## config.mk

```make
export PLATFORM = sky130hd
export DESIGN_NAME = serial_cfg_ctrl_flat
export DESIGN_NICKNAME = d
export VERILOG_FILES = /design/src/hw/serial_cfg_pkg.sv /design/src/hw/serial_cfg_if.sv /design/src/hw/link_sync.sv /design/src/hw/serial_cfg_ctrl.sv /design/src/flat_wrapper.sv
export VERILOG_INCLUDE_DIRS = /design/src /design/src/hw
export SDC_FILE = /design/constraint.sdc
export NUM_CORES = 1
export LEC_CHECK = 0
export BUFFER_PORTS_ARGS = -buffer_cell sky130_fd_sc_hd__buf_2
export CAP_MARGIN = 10
export CELL_PAD_IN_SITES_DETAIL_PLACEMENT = 1
export CELL_PAD_IN_SITES_GLOBAL_PLACEMENT = 2
export CORE_ASPECT_RATIO = 0.75
export CORE_MARGIN = 2
export CORE_UTILIZATION = 29
export DETAILED_ROUTE_END_ITERATION = 10
export PLACE_DENSITY = 0.8
export SLEW_MARGIN = 40
export SYNTH_ARGS = -nofsm -noshare
export SYNTH_HDL_FRONTEND = slang
export SYNTH_SLANG_ARGS = --single-unit
export TNS_END_PERCENT = 10
```

## constraint.sdc

```tcl
create_clock -name clk -period 2.3 [get_ports clk]
set_input_delay 0.23 -clock clk [delete_from_list [all_inputs] [get_ports clk]]
set_output_delay 0.23 -clock clk [all_outputs]
set_load 0.05 [all_outputs]
```

## src/hw/serial_cfg_params.svh

```systemverilog
// Timing counts, register addresses and field positions of the serial configuration port.
// Assumes a 125 MHz system clock on both ends of the link.
`ifndef SERIAL_CFG_PARAMS_SVH
`define SERIAL_CFG_PARAMS_SVH

// ****************************************************************
// Clock and link timing
// ****************************************************************
`define CLK_PERIOD_NS       8
`define SCLK_HALF_NS        64
`define SCLK_HALF_CYC       ((`SCLK_HALF_NS + `CLK_PERIOD_NS - 1) / `CLK_PERIOD_NS)
`define SEN_SETUP_NS        25
`define SEN_SETUP_CYC       ((`SEN_SETUP_NS + `CLK_PERIOD_NS - 1) / `CLK_PERIOD_NS)
`define RST_PULSE_NS        100
`define RST_PULSE_CYC       ((`RST_PULSE_NS + `CLK_PERIOD_NS - 1) / `CLK_PERIOD_NS)
`define RST_LONG_NS         1000
`define RST_LONG_CYC        (`RST_LONG_NS / `CLK_PERIOD_NS)
`define RST_TO_SEN_NS       100
`define RST_TO_SEN_CYC      ((`RST_TO_SEN_NS + `CLK_PERIOD_NS - 1) / `CLK_PERIOD_NS)

// ****************************************************************
// Frame layout
// ****************************************************************
`define FRAME_BITS          16
`define ADDR_LAST_BIT       4'h7
`define FRAME_LAST_BIT      4'hf
`define RB_SHIFT_FIRST      4'h8

// ****************************************************************
// Device register map
// ****************************************************************
`define ADDR_RST_RB         8'h00
`define ADDR_SPEED          8'h20
`define ADDR_REF_STBY       8'h3f
`define ADDR_PWR_DN         8'h40
`define BIT_SOFT_RST        7
`define BIT_READBACK        0
`define BIT_LOW_SPEED       3
`define BIT_REF_HI          6
`define BIT_REF_LO          5
`define BIT_STANDBY         1
`define BIT_PD_HI           3
`define BIT_PD_LO           0
`define DEF_LOW_SPEED       1'h0
`define DEF_REF_SEL         2'h0
`define DEF_STANDBY         1'h0
`define DEF_PD_MODE         4'h0

// ****************************************************************
// Controller APB register map
// ****************************************************************
`define APB_CMD             12'h000
`define APB_CTRL            12'h004
`define APB_STATUS          12'h008
`define CTRL_HW_RST_BIT     0
`define CTRL_PARALLEL_BIT   1
`define STATUS_BUSY_BIT     8

`endif

```

## src/hw/serial_cfg_pkg.sv

```systemverilog
// Types used by the controller end of the serial configuration port.
// Assumes nothing beyond a SystemVerilog compiler.
package serial_cfg_pkg;

  typedef enum logic [2:0] {
    CTL_IDLE,
    CTL_RST_HIGH,
    CTL_RST_WAIT,
    CTL_SETUP,
    CTL_SHIFT,
    CTL_HOLD
  } ctl_state_t;

endpackage

```

## src/hw/serial_cfg_if.sv

```systemverilog
// Link between the configuration controller and the converter's serial port.
// Assumes the bench connects both ends on this interface.
`timescale 1ns/1ps
interface serial_cfg_if;
  logic sclk;
  logic serial_select_low;
  logic shift_data_in;
  logic readback_output;
  logic reset_pin;

  modport ctrl (
    output sclk,
    output serial_select_low,
    output shift_data_in,
    output reset_pin,
    input  readback_output
  );

  modport dev (
    input  sclk,
    input  serial_select_low,
    input  shift_data_in,
    input  reset_pin,
    output readback_output
  );
endinterface

```

## src/hw/link_sync.sv

```systemverilog
// Two-flip-flop synchroniser for a group of link pins.
// Assumes the inputs are asynchronous to clk.
`timescale 1ns/1ps
module link_sync #(
  parameter int           W    = 1,
  parameter logic [W-1:0] INIT = '0
) (
  input  wire logic         clk,
  input  wire logic         sys_rst,
  input  wire logic [W-1:0] d,
  output logic      [W-1:0] q
);
  logic [W-1:0] meta_r;

  genvar i;
  generate
    for (i = 0; i < W; i++) begin : g_bit
      always_ff @(posedge clk) begin
        if (sys_rst) begin
          meta_r[i] <= INIT[i];
          q[i]      <= INIT[i];
        end else begin
          meta_r[i] <= d[i];
          q[i]      <= meta_r[i];
        end
      end
    end
  endgenerate
endmodule

```

## src/hw/serial_cfg_ctrl.sv

```systemverilog
// Controller end of the serial configuration port, ordered by software over APB.
// Assumes an APB master on the same clock; the link clock is made here by a divider.
//
// The APB register port was left to the implementer.
`timescale 1ns/1ps
`include "serial_cfg_params.svh"
module serial_cfg_ctrl (
  input  wire logic        clk,
  input  wire logic        sys_rst,
  input  wire logic        psel,
  input  wire logic        penable,
  input  wire logic        pwrite,
  input  wire logic [11:0] paddr,
  input  wire logic [31:0] pwdata,
  output logic      [31:0] prdata,
  output logic             pready,
  output logic             pslverr,
  serial_cfg_if.ctrl       link
);
  // ****************************************************************
  // APB slave
  // ****************************************************************
  logic        acc;
  logic        busy;
  logic        cmd_go;
  logic        rst_go;
  logic        par_off;
  logic        parallel_r;
  logic [15:0] cmd_r;
  logic [7:0]  rd_data_r;
  serial_cfg_pkg::ctl_state_t state_r;

  assign acc     = psel && penable;
  assign pready  = 1'b1;
  assign busy    = (state_r != serial_cfg_pkg::CTL_IDLE);
  assign cmd_go  = acc && pwrite && (paddr == `APB_CMD) && !busy && !parallel_r;
  assign rst_go  = acc && pwrite && (paddr == `APB_CTRL) && !busy && pwdata[`CTRL_HW_RST_BIT];
  assign par_off = acc && pwrite && (paddr == `APB_CTRL) && !busy && parallel_r && !pwdata[`CTRL_PARALLEL_BIT];
  assign pslverr = acc && (paddr != `APB_CMD) && (paddr != `APB_CTRL) && (paddr != `APB_STATUS);

  always_comb begin
    prdata = 32'h0000_0000;
    case (paddr)
      `APB_CMD: begin
        prdata[15:0] = cmd_r;
      end
      `APB_CTRL: begin
        prdata[`CTRL_PARALLEL_BIT] = parallel_r;
      end
      `APB_STATUS: begin
        prdata[7:0]              = rd_data_r;
        prdata[`STATUS_BUSY_BIT] = busy;
      end
      default: begin
        prdata = 32'h0000_0000;
      end
    endcase
  end

  always_ff @(posedge clk) begin
    if (sys_rst) begin
      cmd_r <= 16'h0000;
    end else if (cmd_go) begin
      cmd_r <= pwdata[15:0];
    end
  end

  always_ff @(posedge clk) begin
    if (sys_rst) begin
      parallel_r <= 1'b0;
    end else if (acc && pwrite && (paddr == `APB_CTRL) && !busy) begin
      parallel_r <= pwdata[`CTRL_PARALLEL_BIT];
    end
  end

  // ****************************************************************
  // Link sequencer
  // ****************************************************************
  logic       s_rb;
  logic [7:0] tmr_r;
  logic [3:0] bit_r;
  logic       sclk_r;
  logic       tmr_end;

  link_sync #(
    .W    (1),
    .INIT (1'h0)
  ) u_sync (
    .clk     (clk),
    .sys_rst (sys_rst),
    .d       (link.readback_output),
    .q       (s_rb)
  );

  always_comb begin
    tmr_end = 1'b0;
    case (state_r)
      serial_cfg_pkg::CTL_RST_HIGH: tmr_end = (tmr_r == 8'(`RST_PULSE_CYC - 1));
      serial_cfg_pkg::CTL_RST_WAIT: tmr_end = (tmr_r == 8'(`RST_TO_SEN_CYC - 1));
      serial_cfg_pkg::CTL_SETUP:    tmr_end = (tmr_r == 8'(`SCLK_HALF_CYC - 1));
      serial_cfg_pkg::CTL_SHIFT:    tmr_end = (tmr_r == 8'(`SCLK_HALF_CYC - 1));
      serial_cfg_pkg::CTL_HOLD:     tmr_end = (tmr_r == 8'(`SEN_SETUP_CYC - 1));
      default:                      tmr_end = 1'b0;
    endcase
  end

  always_ff @(posedge clk) begin
    if (sys_rst || tmr_end || state_r == serial_cfg_pkg::CTL_IDLE) begin
      tmr_r <= 8'h00;
    end else begin
      tmr_r <= tmr_r + 8'h01;
    end
  end

  always_ff @(posedge clk) begin
    if (sys_rst) begin
      state_r <= serial_cfg_pkg::CTL_IDLE;
    end else begin
      case (state_r)
        serial_cfg_pkg::CTL_IDLE: begin
          if (rst_go) begin
            state_r <= serial_cfg_pkg::CTL_RST_HIGH;
          end else if (cmd_go) begin
            state_r <= serial_cfg_pkg::CTL_SETUP;
          end else if (par_off) begin
            state_r <= serial_cfg_pkg::CTL_RST_WAIT;
          end
        end
        serial_cfg_pkg::CTL_RST_HIGH: if (tmr_end) state_r <= serial_cfg_pkg::CTL_RST_WAIT;
        serial_cfg_pkg::CTL_RST_WAIT: if (tmr_end) state_r <= serial_cfg_pkg::CTL_IDLE;
        serial_cfg_pkg::CTL_SETUP:    if (tmr_end) state_r <= serial_cfg_pkg::CTL_SHIFT;
        serial_cfg_pkg::CTL_SHIFT: begin
          if (tmr_end && sclk_r && bit_r == `FRAME_LAST_BIT) begin
            state_r <= serial_cfg_pkg::CTL_HOLD;
          end
        end
        serial_cfg_pkg::CTL_HOLD:     if (tmr_end) state_r <= serial_cfg_pkg::CTL_IDLE;
        default:                      state_r <= serial_cfg_pkg::CTL_IDLE;
      endcase
    end
  end

  // The clock rises after a low half with data steady and falls after a high half.
  always_ff @(posedge clk) begin
    if (sys_rst || state_r != serial_cfg_pkg::CTL_SHIFT) begin
      sclk_r <= 1'b0;
    end else if (tmr_end) begin
      sclk_r <= !sclk_r;
    end
  end

  always_ff @(posedge clk) begin
    if (sys_rst || state_r != serial_cfg_pkg::CTL_SHIFT) begin
      bit_r <= 4'h0;
    end else if (tmr_end && sclk_r) begin
      bit_r <= bit_r + 4'h1;
    end
  end

  // Readback bits are taken as the link clock falls, address byte skipped.
  always_ff @(posedge clk) begin
    if (sys_rst) begin
      rd_data_r <= 8'h00;
    end else if (state_r == serial_cfg_pkg::CTL_SHIFT && tmr_end && sclk_r && bit_r >= `RB_SHIFT_FIRST) begin
      rd_data_r <= {rd_data_r[6:0], s_rb};
    end
  end

  always_ff @(posedge clk) begin
    if (sys_rst) begin
      link.sclk              <= 1'b0;
      link.serial_select_low <= 1'b1;
      link.shift_data_in     <= 1'b0;
      link.reset_pin         <= 1'b0;
    end else begin
      link.sclk              <= sclk_r;
      link.serial_select_low <= !(state_r == serial_cfg_pkg::CTL_SETUP || state_r == serial_cfg_pkg::CTL_SHIFT
                                  || state_r == serial_cfg_pkg::CTL_HOLD);
      // Data moves only once the pin clock is already low, so it holds past the sampled falling edge.
      if (state_r == serial_cfg_pkg::CTL_SHIFT && !link.sclk) begin
        link.shift_data_in <= cmd_r[4'hf - bit_r];
      end else if (state_r != serial_cfg_pkg::CTL_SHIFT && state_r != serial_cfg_pkg::CTL_HOLD) begin
        link.shift_data_in <= 1'b0;
      end
      link.reset_pin         <= parallel_r || (state_r == serial_cfg_pkg::CTL_RST_HIGH);
    end
  end
endmodule

```

## src/flat_wrapper.sv

```systemverilog
// flat-port wrapper written by rule: the top's interface ports become plain ports
module serial_cfg_ctrl_flat 
  (clk, sys_rst, psel, penable, pwrite, paddr, pwdata, prdata, pready, pslverr, link_sclk, link_serial_select_low, link_shift_data_in, link_reset_pin, link_readback_output);
  serial_cfg_if link_i ();
  input  wire logic clk;
  input  wire logic sys_rst;
  input  wire logic psel;
  input  wire logic penable;
  input  wire logic pwrite;
  input  wire logic [11:0] paddr;
  input  wire logic [31:0] pwdata;
  output logic      [31:0] prdata;
  output logic pready;
  output logic pslverr;
  output wire logic [$bits(link_i.sclk)-1:0] link_sclk;
  output wire logic [$bits(link_i.serial_select_low)-1:0] link_serial_select_low;
  output wire logic [$bits(link_i.shift_data_in)-1:0] link_shift_data_in;
  output wire logic [$bits(link_i.reset_pin)-1:0] link_reset_pin;
  input wire logic [$bits(link_i.readback_output)-1:0] link_readback_output;
  assign link_sclk = link_i.sclk;
  assign link_serial_select_low = link_i.serial_select_low;
  assign link_shift_data_in = link_i.shift_data_in;
  assign link_reset_pin = link_i.reset_pin;
  assign link_i.readback_output = link_readback_output;
  serial_cfg_ctrl u_core (.clk(clk), .sys_rst(sys_rst), .psel(psel), .penable(penable), .pwrite(pwrite), .paddr(paddr), .pwdata(pwdata), .prdata(prdata), .pready(pready), .pslverr(pslverr), .link(link_i));
endmodule
```

==> run metrics <==
status=finished, final reports clean; layout cells sized above 1=26.81%; Post-Place Worst Slack=0.2218 ns; vias in the first global route=2065; DRC=0; Max Slew Vio Count=0; Port-buffer cells=54; DR WL/cell=13.89 um; crit-path max FO=10; Post-Synthesis Cells=260; Hold Crit Class=input pin to flip-flop; worst reg-to-reg path cell count=6; LEAKAGE=0.001303 uW; worst setup margin=0.2640 ns; Finish-stage setup viols=0; DRT Wirelength=5903 um; CTS H-tree lvls=2; Arr. time, crit path=1.81 ns; final worst path period share=88.52%; synth warn=0; sequential area share after synthesis=38.35%; Power Density=624.3 nW/um2; Distinct cells, synth=44; WS Path Type=input pin to primary output; die footprint=9220 um2; Fmax=491.2 MHz; Synth Cell Area=2454 um2; Routed Antenna Nets=0; CTS resizes=0; Hold Path Stages=2; Initial DRC Count=61; Vias=1963; clk buf depth=2; Core Area=8346 um2; initial antenna violation count=0; Tmin final=2.036 ns; Seq. cell area=940.9 um2; largest net degree at the start of global routing=23; I/O pin total=88; CTS Sinks=47; max_cap viols=0; Clk pin slew, worst setup/hold paths=0.07 ns; Setup Skew=0.003953 ns; met1 WL=2924 um; total track usage=13.79%; Rows=29; Top FF cell, synth=dfxtp_1; Async S/R FF share, synth=0%; first-pass GRT wire length=9949 um; Num CTS Buffers=5; RSZ-0062 raised after global routing=false; Seq cells post-synth=47; Post-DP HPWL=4551 um; worst skew pair latency=0.28 ns; Max Used Layer=met4; setup bufs post-CTS=0; Starting Density=29.40%; multi-input logic area=1353 um2; CTS Hold Buffers Added=0; Pre-antenna DRT Iters=4; Routability Congestion=0.7469; commonest non-fill, non-tap cell in the layout=buf_2; metal3 WL=315 um; clk root buf=clkbuf_16; Via density=4.619; crit end category=primary output; number of synthesized flops with an enable pin=0; CP startpoint kind=input pin; fin util=35.92%; layout overhead on the synthesized area=22.18%; Req. time, crit path=2.07 ns; final setup TNS=0 ns; Hold Fails Final Rpt=0; most frequent cells in the layout=buf_2 (54), dfxtp_1 (47), nor2_1 (41); Post-layout nets=368; global route total overflow=0; ANT cells=0; chip height=83.66 um; Worst VDD drop=0.3138 mV; CTS tree=built; syn_area_per_cell=9.437 um2; Fill cells=1001; routed wl met2=2610 um; die width=110.2 um
## metal layers
metal,track usage (%),vias to the layer above
li1,-,985
met1,19.14,930
met2,21.19,44
met3,3.747,4
met4,3.409,0
met5,0,-
## synth_stat cells (5+ instances only)
master / number / area, um2
dfxtp_1: 47 / 940.9
nor2_1: 41 / 153.9
mux2i_1: 27 / 270.3
buf_4: 17 / 127.6
clkbuf_1: 9 / 33.78
nand3_1: 9 / 45.04
xor2_1: 9 / 78.83
a22o_1: 8 / 70.07
and2_1: 7 / 43.79
nand2_1: 7 / 26.28
and3_1: 6 / 37.54
nor2b_1: 6 / 37.54
inv_1: 5 / 18.77
mux4_2: 5 / 112.6
nor3_1: 5 / 25.02
## logic make-up after synthesis
logic type,count (synthesis),share of synthesized area (%)
AOI/OAI and AO/OA,29,9.281
xor gates and xnor gates,10,3.570
adders and majority gates,2,1.020
buffers and inverters,35,8.822
DFF,47,38.35
muxes,33,16.06
other,2,0.3061
and+or+nand+nor,102,22.59
## final cells by class
| cell class | instances | share of cell area [%] |
|---|---|---|
| Clock inverter | 3 | 2.254 |
| Timing Repair Buffer | 64 | 11.94 |
| Inverter | 5 | 0.6260 |
| Tap cell | 108 | 4.508 |
| Clock buffer | 5 | 4.174 |
| Sequential cell | 47 | 31.39 |
| Multi-Input combinational cell | 193 | 45.12 |
## metrics by stage
stage	std cells	instance area, um2	total power (uW)	hold WS, ns
6_report	425	2998	1872	0.1572
2_1_floorplan	275	2510	939.2	0.3582
3_5_place_dp	417	2805	953.0	0.4350
5_1_grt	425	2998	1935	0.1967
3_3_place_gp	417	2805	952.2	0.4271
4_1_cts	425	2998	1900	0.1498
## power by group
group,internal [uW],switching [uW]
clock network,623,315
logic,27.0,91.3
registers,815,0.362
## path summary, 6_finish.rpt
path                              from                    to  slack [ns]
setup / recovery              paddr[7]             prdata[8]        0.26
hold / removal    link_readback_output  u_core.u_sync.meta_r        0.16
setup reg to reg     u_core.state_r[2]   u_core.rd_data_r[4]        0.32
hold reg to reg   u_core.u_sync.meta_r       u_core.u_sync.q        0.45
## flip-flops by register name, indices dropped and copies added (netlist names)
| register | count |
|---|---|
| u_core.bit_r | 4 |
| u_core.cmd_r | 16 |
| u_core.link.reset_pin | 1 |
| u_core.link.sclk | 1 |
| u_core.link.serial_select_low | 1 |
| u_core.link.shift_data_in | 1 |
| u_core.parallel_r | 1 |
| u_core.rd_data_r | 8 |
| u_core.sclk_r | 1 |
| u_core.state_r | 3 |
| u_core.tmr_r | 8 |
| u_core.u_sync.meta_r | 1 |
| u_core.u_sync.q | 1 |
## worst max-delay path: stages
cell,delay [ns]
buf_2,0.10
nor4_1,0.36
nand3_1,0.23
nor3b_2,0.19
buf_4,0.19
inv_1,0.07
o21ai_1,0.15
buf_2,0.28
Power figures use the tool's default switching activity.
